===== src/logic/sysctl_defines.vh =====
// Offsets, field positions, reset values and codes of the system control bank
`ifndef SYSCTL_DEFINES_VH
`define SYSCTL_DEFINES_VH

// Register indices; byte address is four times the index
`define IDX_BUS_WAIT_CONTROL 16'hff10
`define IDX_ONCHIP_MEMORY_ENABLE 16'hff11
`define IDX_OPERATING_MODE_READBACK 16'hff12
`define IDX_LOW_POWER_SELECT 16'hff13
`define IDX_WATCHDOG_RESET_STATUS 16'hff15

// Bus address slicing
`define ADDR_IDX_HI 17
`define ADDR_IDX_LO 2
`define ADDR_TOP_HI 31
`define ADDR_TOP_LO 18
`define ADDR_TOP_ZERO 14'h0000
`define ADDR_BYTE_ZERO 2'h0

// Bus codes
`define HSIZE_WORD 3'h2
`define HRESP_OKAY 1'b0
`define HTRANS_ACTIVE_BIT 1

// Field positions
`define WCR_COUNT_HI 1
`define WCR_COUNT_LO 0
`define WCR_MODE_HI 3
`define WCR_MODE_LO 2
`define ONCHIP_MEMORY_ENABLE_ENABLE_BIT 7
`define LOW_POWER_SELECT_STANDBY_BIT 7
`define WATCHDOG_RESET_STATUS_FLAG_BIT 7
`define WATCHDOG_RESET_STATUS_OE_BIT 6

// Reset values and fixed bits
`define WCR_RESET 8'hf3
`define WCR_FIXED 8'hf0
`define ONCHIP_MEMORY_ENABLE_RESET 8'hff
`define ONCHIP_MEMORY_ENABLE_FIXED 8'h7f
`define OPERATING_MODE_READBACK_FIXED 8'hc0
`define LOW_POWER_SELECT_RESET 8'h7f
`define LOW_POWER_SELECT_FIXED 8'h7f
`define WATCHDOG_RESET_STATUS_RESET 8'h3f
`define WATCHDOG_RESET_STATUS_FIXED 8'h3f
`define WAIT_COUNT_RESET 2'h3
`define WAIT_MODE_RESET 2'h0
`define RAM_ON_RESET 1'b1

// Wait mode codes
`define WAIT_MODE_PROG 2'h0
`define WAIT_MODE_PIN_AUTO 2'h3

// Cycles from reset release until mode pins are through the synchroniser
`define MODE_CAPTURE_DELAY 2'h2

`endif


===== src/logic/sync_2ff.v =====
// Two-flop synchroniser for asynchronous level inputs
module sync_2ff #(
   parameter WIDTH = 1,
   parameter [WIDTH-1:0] RESET_VAL = {WIDTH{1'b0}}
) (
   input wire core_clk, // System clock
   input wire rst_n, // Asynchronous reset, active low
   input wire [WIDTH-1:0] asyncIn, // Level from outside the clock domain
   output wire [WIDTH-1:0] syncOut // Synchronised level
);
   reg [WIDTH-1:0] stage1_q;
   reg [WIDTH-1:0] stage2_q;

   always @(posedge core_clk or negedge rst_n) begin
      if (!rst_n) begin
         stage1_q <= RESET_VAL;
         stage2_q <= RESET_VAL;
      end else begin
         stage1_q <= asyncIn;
         stage2_q <= stage1_q;
      end
   end

   assign syncOut = stage2_q;
endmodule // sync_2ff


===== src/logic/system_control_regs.v =====
// System control register bank on an AHB-Lite slave port
// Behaviour
// - Two-bit wait count sets external wait cycles; zero inserts none.
// - Two-bit wait mode select; both bits one selects pin auto-wait.
// - Programmable wait mode inserts wait-count cycles on external accesses.
// - Mode pins captured into read-only bits 2..0 at reset.
// - Standby select zero: sleep instruction enters sleep; resets to zero.
// - Standby select one: sleep instruction enters software standby.
// - Watchdog overflow with reset sets watchdog reset flag bit 7.
// - Flag cleared by software or by low reset pin.
// - Writing zero to bit 7 clears flag; writing one leaves it.
//
// The implementer's own choice: the AHB-Lite interface to the registers.
`include "sysctl_defines.vh"
module system_control_regs #(
   parameter WAIT_CNT_W = 2
) (
   input wire core_clk, // System clock, 100 MHz
   input wire rst_n, // Reset pin, asynchronous, active low
   input wire hsel, // AHB slave select
   input wire [31:0] haddr, // AHB address
   input wire [1:0] htrans, // AHB transfer type
   input wire hwrite, // AHB write
   input wire [2:0] hsize, // AHB transfer size
   input wire [31:0] hwdata, // AHB write data
   input wire hready, // AHB bus ready
   output wire hreadyout, // AHB slave ready
   output wire hresp, // AHB response, always OKAY
   output reg [31:0] hrdata, // AHB read data
   input wire modePin2, // Mode pin 2, asynchronous
   input wire modePin1, // Mode pin 1, asynchronous
   input wire modePin0, // Mode pin 0, asynchronous
   input wire extAccessStart, // Pulse, external bus access begins
   input wire waitPin_n, // External wait pin, asynchronous, active low
   output wire waitStateCycle, // High during inserted wait cycles
   output wire [1:0] waitModeSel, // Current wait mode select
   output wire [WAIT_CNT_W-1:0] waitCount, // Current wait count
   output wire onchipRamOn, // On-chip RAM enable
   input wire sleepInsn, // Pulse, sleep instruction executed
   output reg sleepEnter, // Pulse, enter sleep mode
   output reg standbyEnter, // Pulse, enter software standby mode
   output wire standbySelect, // Current standby select bit
   input wire wdtOverflow, // Pulse, watchdog counter overflow with reset
   input wire internalReset, // Internally generated reset, active high
   output wire resetPinOut, // Reset pin output value (open drain, low)
   output wire resetPinOe, // Reset pin output enable, high drives low
   output wire watchdogResetFlag // Current watchdog reset flag
);
   // Stored fields
   reg [1:0] waitModeSel_q;
   reg [WAIT_CNT_W-1:0] waitCount_q;
   reg onchipRamOn_q;
   reg [2:0] modeLatch_q;
   reg modeCaptured_q;
   reg [1:0] captureCnt_q;
   reg standbySelect_q;
   reg watchdogResetFlag_q;
   reg resetDriveOutEn_q;

   // Next values of the stored fields
   reg [1:0] waitModeSel_d;
   reg [WAIT_CNT_W-1:0] waitCount_d;
   reg onchipRamOn_d;
   reg [2:0] modeLatch_d;
   reg modeCaptured_d;
   reg [1:0] captureCnt_d;
   reg standbySelect_d;
   reg watchdogResetFlag_d;
   reg resetDriveOutEn_d;
   reg sleepEnter_d;
   reg standbyEnter_d;

   // Bus pipeline
   reg wrPend_q;
   reg rdPend_q;
   reg [15:0] addrIdx_q;
   reg addrValid_q;
   reg wrPend_d;
   reg rdPend_d;
   reg [15:0] addrIdx_d;
   reg addrValid_d;
   reg [31:0] hrdata_d;

   wire [2:0] modePinSync;
   wire waitPinSync_n;
   wire accessPhase;
   wire addrOk;
   wire sizeOk;
   wire hitWait;
   wire hitRam;
   wire hitMode;
   wire hitLowPower;
   wire hitWdt;
   wire wrWait;
   wire wrRam;
   wire wrLowPower;
   wire wrWdt;
   wire flagClearReq;
   reg [7:0] readMux;

   sync_2ff #(
      .WIDTH(3),
      .RESET_VAL(3'h0)
   ) u_modeSync (
      .core_clk(core_clk),
      .rst_n(rst_n),
      .asyncIn({modePin2, modePin1, modePin0}),
      .syncOut(modePinSync)
   );

   sync_2ff #(
      .WIDTH(1),
      .RESET_VAL(1'b1)
   ) u_waitSync (
      .core_clk(core_clk),
      .rst_n(rst_n),
      .asyncIn(waitPin_n),
      .syncOut(waitPinSync_n)
   );

   // Address phase decode
   assign accessPhase = hsel && hready && htrans[`HTRANS_ACTIVE_BIT];
   assign addrOk = (haddr[`ADDR_TOP_HI:`ADDR_TOP_LO] == `ADDR_TOP_ZERO) &&
                   (haddr[1:0] == `ADDR_BYTE_ZERO);
   assign sizeOk = (hsize == `HSIZE_WORD);

   // Reads take one wait state so hrdata comes straight from a flop
   assign hreadyout = !rdPend_q;
   assign hresp = `HRESP_OKAY;

   always @* begin
      wrPend_d = 1'b0;
      rdPend_d = 1'b0;
      addrIdx_d = addrIdx_q;
      addrValid_d = addrValid_q;
      if (accessPhase) begin
         wrPend_d = hwrite;
         rdPend_d = !hwrite;
         addrIdx_d = haddr[`ADDR_IDX_HI:`ADDR_IDX_LO];
         addrValid_d = addrOk && sizeOk;
      end
   end

   always @(posedge core_clk or negedge rst_n) begin
      if (!rst_n) begin
         wrPend_q <= 1'b0;
         rdPend_q <= 1'b0;
         addrIdx_q <= 16'h0000;
         addrValid_q <= 1'b0;
      end else begin
         wrPend_q <= wrPend_d;
         rdPend_q <= rdPend_d;
         addrIdx_q <= addrIdx_d;
         addrValid_q <= addrValid_d;
      end
   end

   assign hitWait = addrValid_q && (addrIdx_q == `IDX_BUS_WAIT_CONTROL);
   assign hitRam = addrValid_q && (addrIdx_q == `IDX_ONCHIP_MEMORY_ENABLE);
   assign hitMode = addrValid_q && (addrIdx_q == `IDX_OPERATING_MODE_READBACK);
   assign hitLowPower = addrValid_q && (addrIdx_q == `IDX_LOW_POWER_SELECT);
   assign hitWdt = addrValid_q && (addrIdx_q == `IDX_WATCHDOG_RESET_STATUS);

   assign wrWait = wrPend_q && hitWait;
   assign wrRam = wrPend_q && hitRam;
   assign wrLowPower = wrPend_q && hitLowPower;
   assign wrWdt = wrPend_q && hitWdt;

   // Wait-state control fields
   always @* begin
      waitCount_d = waitCount_q;
      waitModeSel_d = waitModeSel_q;
      if (wrWait) begin
         waitCount_d = hwdata[`WCR_COUNT_HI:`WCR_COUNT_LO];
         waitModeSel_d = hwdata[`WCR_MODE_HI:`WCR_MODE_LO];
      end
   end

   always @(posedge core_clk or negedge rst_n) begin
      if (!rst_n) begin
         waitCount_q <= `WAIT_COUNT_RESET;
         waitModeSel_q <= `WAIT_MODE_RESET;
      end else begin
         waitCount_q <= waitCount_d;
         waitModeSel_q <= waitModeSel_d;
      end
   end

   // On-chip RAM enable
   always @* begin
      onchipRamOn_d = onchipRamOn_q;
      if (wrRam) begin
         onchipRamOn_d = hwdata[`ONCHIP_MEMORY_ENABLE_ENABLE_BIT];
      end
   end

   always @(posedge core_clk or negedge rst_n) begin
      if (!rst_n) begin
         onchipRamOn_q <= `RAM_ON_RESET;
      end else begin
         onchipRamOn_q <= onchipRamOn_d;
      end
   end

   // Mode pins sampled once, after they have passed the synchroniser
   always @* begin
      modeLatch_d = modeLatch_q;
      modeCaptured_d = modeCaptured_q;
      captureCnt_d = captureCnt_q;
      if (!modeCaptured_q) begin
         if (captureCnt_q == `MODE_CAPTURE_DELAY) begin
            modeLatch_d = modePinSync;
            modeCaptured_d = 1'b1;
         end else begin
            captureCnt_d = captureCnt_q + 2'h1;
         end
      end
   end

   always @(posedge core_clk or negedge rst_n) begin
      if (!rst_n) begin
         modeLatch_q <= 3'h0;
         modeCaptured_q <= 1'b0;
         captureCnt_q <= 2'h0;
      end else begin
         modeLatch_q <= modeLatch_d;
         modeCaptured_q <= modeCaptured_d;
         captureCnt_q <= captureCnt_d;
      end
   end

   // Standby select
   always @* begin
      standbySelect_d = standbySelect_q;
      if (wrLowPower) begin
         standbySelect_d = hwdata[`LOW_POWER_SELECT_STANDBY_BIT];
      end
   end

   always @(posedge core_clk or negedge rst_n) begin
      if (!rst_n) begin
         standbySelect_q <= 1'b0;
      end else begin
         standbySelect_q <= standbySelect_d;
      end
   end

   // Sleep instruction steering
   always @* begin
      sleepEnter_d = sleepInsn && !standbySelect_q;
      standbyEnter_d = sleepInsn && standbySelect_q;
   end

   always @(posedge core_clk or negedge rst_n) begin
      if (!rst_n) begin
         sleepEnter <= 1'b0;
         standbyEnter <= 1'b0;
      end else begin
         sleepEnter <= sleepEnter_d;
         standbyEnter <= standbyEnter_d;
      end
   end

   // Watchdog reset flag; reset pin low clears it through rst_n
   assign flagClearReq = wrWdt && !hwdata[`WATCHDOG_RESET_STATUS_FLAG_BIT];

   always @* begin
      watchdogResetFlag_d = watchdogResetFlag_q;
      resetDriveOutEn_d = resetDriveOutEn_q;
      // A new overflow wins over a clear in the same cycle
      if (wdtOverflow) begin
         watchdogResetFlag_d = 1'b1;
      end else if (flagClearReq) begin
         watchdogResetFlag_d = 1'b0;
      end
      if (wrWdt) begin
         resetDriveOutEn_d = hwdata[`WATCHDOG_RESET_STATUS_OE_BIT];
      end
   end

   always @(posedge core_clk or negedge rst_n) begin
      if (!rst_n) begin
         watchdogResetFlag_q <= 1'b0;
         resetDriveOutEn_q <= 1'b0;
      end else begin
         watchdogResetFlag_q <= watchdogResetFlag_d;
         resetDriveOutEn_q <= resetDriveOutEn_d;
      end
   end

   // Open-drain reset pin: pulled low only while enabled
   assign resetPinOut = 1'b0;
   assign resetPinOe = internalReset && resetDriveOutEn_q;

   // Read data; fixed bits come from constants
   always @* begin
      readMux = 8'h00;
      if (hitWait) begin
         readMux = `WCR_FIXED;
         readMux[`WCR_MODE_HI:`WCR_MODE_LO] = waitModeSel_q;
         readMux[`WCR_COUNT_HI:`WCR_COUNT_LO] = waitCount_q;
      end else if (hitRam) begin
         readMux = `ONCHIP_MEMORY_ENABLE_FIXED;
         readMux[`ONCHIP_MEMORY_ENABLE_ENABLE_BIT] = onchipRamOn_q;
      end else if (hitMode) begin
         readMux = {`OPERATING_MODE_READBACK_FIXED} | {5'h00, modeLatch_q};
      end else if (hitLowPower) begin
         readMux = `LOW_POWER_SELECT_FIXED;
         readMux[`LOW_POWER_SELECT_STANDBY_BIT] = standbySelect_q;
      end else if (hitWdt) begin
         readMux = `WATCHDOG_RESET_STATUS_FIXED;
         readMux[`WATCHDOG_RESET_STATUS_FLAG_BIT] = watchdogResetFlag_q;
         readMux[`WATCHDOG_RESET_STATUS_OE_BIT] = resetDriveOutEn_q;
      end
   end

   always @* begin
      hrdata_d = hrdata;
      if (rdPend_q) begin
         hrdata_d = {24'h000000, readMux};
      end
   end

   always @(posedge core_clk or negedge rst_n) begin
      if (!rst_n) begin
         hrdata <= 32'h00000000;
      end else begin
         hrdata <= hrdata_d;
      end
   end

   wait_state_gen #(
      .CNT_W(WAIT_CNT_W)
   ) u_waitGen (
      .core_clk(core_clk),
      .rst_n(rst_n),
      .accessStart(extAccessStart),
      .waitMode(waitModeSel_q),
      .waitCount(waitCount_q),
      .waitPinReq(!waitPinSync_n),
      .waitActive(waitStateCycle)
   );

   assign waitModeSel = waitModeSel_q;
   assign waitCount = waitCount_q;
   assign onchipRamOn = onchipRamOn_q;
   assign standbySelect = standbySelect_q;
   assign watchdogResetFlag = watchdogResetFlag_q;
endmodule // system_control_regs


===== src/logic/wait_state_gen.v =====
// External access wait-state generator
`include "sysctl_defines.vh"
module wait_state_gen #(
   parameter CNT_W = 2
) (
   input wire core_clk, // System clock
   input wire rst_n, // Asynchronous reset, active low
   input wire accessStart, // One-cycle pulse, external access begins
   input wire [1:0] waitMode, // Wait mode select field
   input wire [CNT_W-1:0] waitCount, // Wait count field
   input wire waitPinReq, // Synchronised wait pin, high = hold
   output wire waitActive // High during each inserted wait cycle
);
   reg [CNT_W-1:0] cnt_q;
   reg busy_q;
   wire pinMode;
   wire pinHold;

   assign pinMode = (waitMode != `WAIT_MODE_PROG);
   assign pinHold = pinMode && waitPinReq;
   assign waitActive = busy_q && ((cnt_q != {CNT_W{1'b0}}) || pinHold);

   always @(posedge core_clk or negedge rst_n) begin
      if (!rst_n) begin
         cnt_q <= {CNT_W{1'b0}};
         busy_q <= 1'b0;
      end else if (accessStart) begin
         busy_q <= 1'b1;
         // Auto mode waits on the pin only
         if (waitMode == `WAIT_MODE_PIN_AUTO) begin
            cnt_q <= {CNT_W{1'b0}};
         end else begin
            cnt_q <= waitCount;
         end
      end else if (busy_q) begin
         if (cnt_q != {CNT_W{1'b0}}) begin
            cnt_q <= cnt_q - {{(CNT_W-1){1'b0}}, 1'b1};
         end else if (!pinHold) begin
            busy_q <= 1'b0;
         end
      end
   end
endmodule // wait_state_gen

===== config.mk =====
export PLATFORM = sky130hd
export DESIGN_NAME = system_control_regs
export DESIGN_NICKNAME = d
export VERILOG_FILES = /design/src/logic/sync_2ff.v /design/src/logic/system_control_regs.v /design/src/logic/wait_state_gen.v
export VERILOG_INCLUDE_DIRS = /design/src /design/src/logic
export SDC_FILE = /design/constraint.sdc
export NUM_CORES = 1
export LEC_CHECK = 0
export BUFFER_PORTS_ARGS = -buffer_cell sky130_fd_sc_hd__buf_2
export CAP_MARGIN = 0
export CORE_ASPECT_RATIO = 1.5
export CORE_MARGIN = 3
export CORE_UTILIZATION = 45
export CTS_CLUSTER_SIZE = 8
export DETAILED_ROUTE_END_ITERATION = 10
export MAX_ROUTING_LAYER = met4
export PLACE_DENSITY = 0.9
export RECOVER_POWER = 25
export SLEW_MARGIN = 0
export SYNTH_ARGS = -nofsm -noshare
export SYNTH_HDL_FRONTEND = slang
export SYNTH_SLANG_ARGS = --single-unit

===== constraint.sdc =====
create_clock -name core_clk -period 2.2 [get_ports core_clk]
set_input_delay 0.44 -clock core_clk [delete_from_list [all_inputs] [get_ports core_clk]]
set_output_delay 0.44 -clock core_clk [all_outputs]
set_load 0.02 [all_outputs]

==> summary.md <==
| Metric | Value |
|---|---|
| Synth cell count leaders | `dfrtp_1, buf_4, mux2_2` |
| CTS tree | `built` |
| DRT iter0 DRCs | `61` |
| Hold_buf cts | `0` |
| GPL Wtd Cong | `0.792` |
| Area grow syn2layout | `20.0%` |
| Starting density of the core | `0.479` |
| Total power | `2220 µW` |
| Reg area | `0.00133 mm²` |
| Maximum root-to-sink buffer count | `2` |
| Min-Delay Path Class | `input port to flip-flop` |
| Clock root cell | `clkbuf_8` |
| Leak pwr | `0.00142 µW` |
| Fraction of registers with async set/reset | `1.00` |
| Port buffer count | `74` |
| Seq/Total Area, Yosys | `0.556` |
| Post-DP HPWL | `3.62 mm` |
| GRT Resource Usage Total | `0.161` |
| Antenna Nets Post-Route | `0` |
| Worst slew margin | `0.0735` |
| EDFF count, synth | `0` |
| Core Area | `0.00500 mm²` |
| Met2 Track Usage GR | `0.310` |
| Final hold vios | `0` |
| Crit share post-route | `0.887` |
| Num CTS Buffers | `5` |
| Setup TNS | `0 ns` |
| Remaining routing DRC violations | `0` |
| PwrDens | `772 mW/mm²` |
| Ys Warns | `0` |
| Cell row count | `31` |
| Initial antenna violation count | `0` |
| Crit Path Max Fanout | `9` |
| Fmax | `513 MHz` |
| Final cell count without fillers | `348` |
| H-tree depth | `2` |
| Primary FF master, synth | `dfrtp_1` |
| Die Area | `0.00626 mm²` |
| Die span in y | `95.4 µm` |
| Startpoint Class | `flip-flop` |
| Status | `completed` |
| Clock Pin Slew Worst Setup and Hold Paths | `0.09 ns` |
| Setup repair bufs after CTS | `0` |
| Clk Latency, worst-skew pair | `0.30 ns` |
| Most frequent cell after synthesis | `dfrtp_1` |
| Synth Area per Inst | `11.8 µm²` |
| Busiest grt layer | `met2` |
| Worst Path Arrival | `2.15 ns` |
| Dpl cells | `340` |
| Clock sink count | `53` |
| Met3 Usage GRT | `0.0413` |
| Crit-path leading delay family | `simple AND/OR/NAND/NOR gates` |
| Area share of the largest cell type after synthesis | `0.501` |
| Cell variety after synth | `36` |
| Flops & latches, synth | `53` |
| Vias per cell | `4.88` |
| GRT overflow | `0` |
| First-pass DRT Iterations | `4` |
| Final setup viols | `0` |
| Max IR drop VDD | `462 µV` |
| Multi-input logic area | `897 µm²` |
| GR Util met1 | `0.150` |
| Buffers & Inverters on Critical Path | `1` |
| Wirelength per Cell | `12.9 µm` |
| Routed WL | `4.49 mm` |
| Slew Viols, Final | `0` |
| First-pass GRT wire length | `7.45 mm` |
| Crit path largest cell delay | `0.56 ns` |
| Syn Inst Count | `204` |
| Vias in the first global route | `1,776` |
| Tmin final | `1.95 ns` |
| Share of cells above drive strength 1 | `0.418` |
| Worst setup EP type | `flip-flop` |
| PostCTS Resize Cnt | `0` |
| MaxCap Viol Count | `0` |
| Antenna diodes | `0` |
| # IOs | `128` |
| Largest net degree at the start of global routing | `30` |
| Nets | `365` |
| Die W | `65.6 µm` |
| Worst path slowest cell | `or4b_4` |
| FILL cells | `456` |
| Area leader, netlist | `dfrtp_1` |
| Worst Setup Path Type | `flip-flop to flip-flop` |
| Main area contributors after synthesis | `dfrtp_1, buf_4, mux2_2` |
| Crit path cell chain | `or4b_4, nor4_4, buf_4, nand3_4, mux2_4` |
| Vias | `1,698` |
| Post-Syn Area | `0.00240 mm²` |
| Clock Skew | `0.00843 ns` |
| Worst Tran Pin Value | `1.39 ns` |
| Worst Path Required | `2.39 ns` |
| Unrepaired setup endpoints after global routing | `no` |
[final timing paths]
path,start,end,slack (ns),depth (start not counted)
setup reg to reg,addrIdx_q[5],waitModeSel[1],0.25,5
min in group asynchronous,rst_n,waitModeSel[0],0.44,1
setup / recovery,addrIdx_q[5],waitModeSel[1],0.25,5
max in group asynchronous,rst_n,waitCount[0],0.91,2
hold / removal,waitPin_n,u_waitSync.stage1_q,0.23,1
hold reg to reg,u_modeSync.stage1_q[1],u_modeSync.syncOut[1],0.35,0
[final cells by class]
cell class / count / share of cell area
repair buffers: 77 / 0.140
clock buffers: 6 / 0.0287
flip-flops and latches: 53 / 0.463
well taps: 66 / 0.0287
multi-input cells: 133 / 0.312
inverters: 11 / 0.0143
clock inverters: 2 / 0.0130
[metrics by stage]
stage	setup WS (ns)	hold WS (ns)	utilization	area [µm²]
floorplan	0.241	0.144	-	2490
CTS	0.220	0.132	0.575	2880
global route	0.125	0.206	0.575	2880
global placement	0.245	0.335	0.551	2760
finish	0.249	0.226	0.575	2880
detailed placement	0.230	0.336	0.551	2760
[placed cells by master, fill, tap and decap left out, types with 4 or more instances in the layout]
cell type | Yosys | final
dfrtp_1 | 48 | 48
mux2_2 | 18 | 18
inv_1 | 10 | 10
nand4_1 | 5 | 5
clkbuf_8 | 0 | 6
nor4_1 | 4 | 4
nor2_1 | 8 | 8
nor3_1 | 4 | 4
nor2b_1 | 4 | 4
mux2_4 | 4 | 4
dfstp_2 | 5 | 5
o21ai_0 | 11 | 11
buf_2 | 0 | 73
a21oi_1 | 9 | 9
conb_1 | 1 | 26
nand2_1 | 9 | 9
[layer usage]
metal	up-vias	routed length (µm)
li1	800	-
met1	811	1610
met2	78	2480
met3	9	324
met4	0	83
met5	-	0
[where the power goes]
group | leakage, µW | total [µW] | internal, µW | switching (µW)
Clock | 0.0000574 | 674 | 370 | 304
Sequential | 0.000633 | 1150 | 1070 | 74.8
Combinational | 0.000732 | 398 | 181 | 217
Total | 0.00142 | 2220 | 1630 | 596
[flip-flops by register name, summed over array words and instances, names as in the netlist, 2 cells and up]
signal	cells
addrIdx_q	16
captureCnt_q	2
hrdata	7
modeLatch_q	3
u_modeSync.stage1_q	3
u_modeSync.syncOut	3
u_waitGen.cnt_q	2
waitCount	2
waitModeSel	2
[logic make-up (layout without fill, tap and decap cells)]
logic type,count (synthesis),in the layout,share of synthesized area
flops,53,53,0.556
simple gates,49,49,0.122
buf+inv,43,96,0.110
compound gates,30,30,0.0751
mux,24,24,0.119
fa+ha+maj,2,2,0.0104
xor+xnor,2,2,0.00730
other cells,1,26,0.00156
Note: power is estimated with default switching activity, not from simulation.
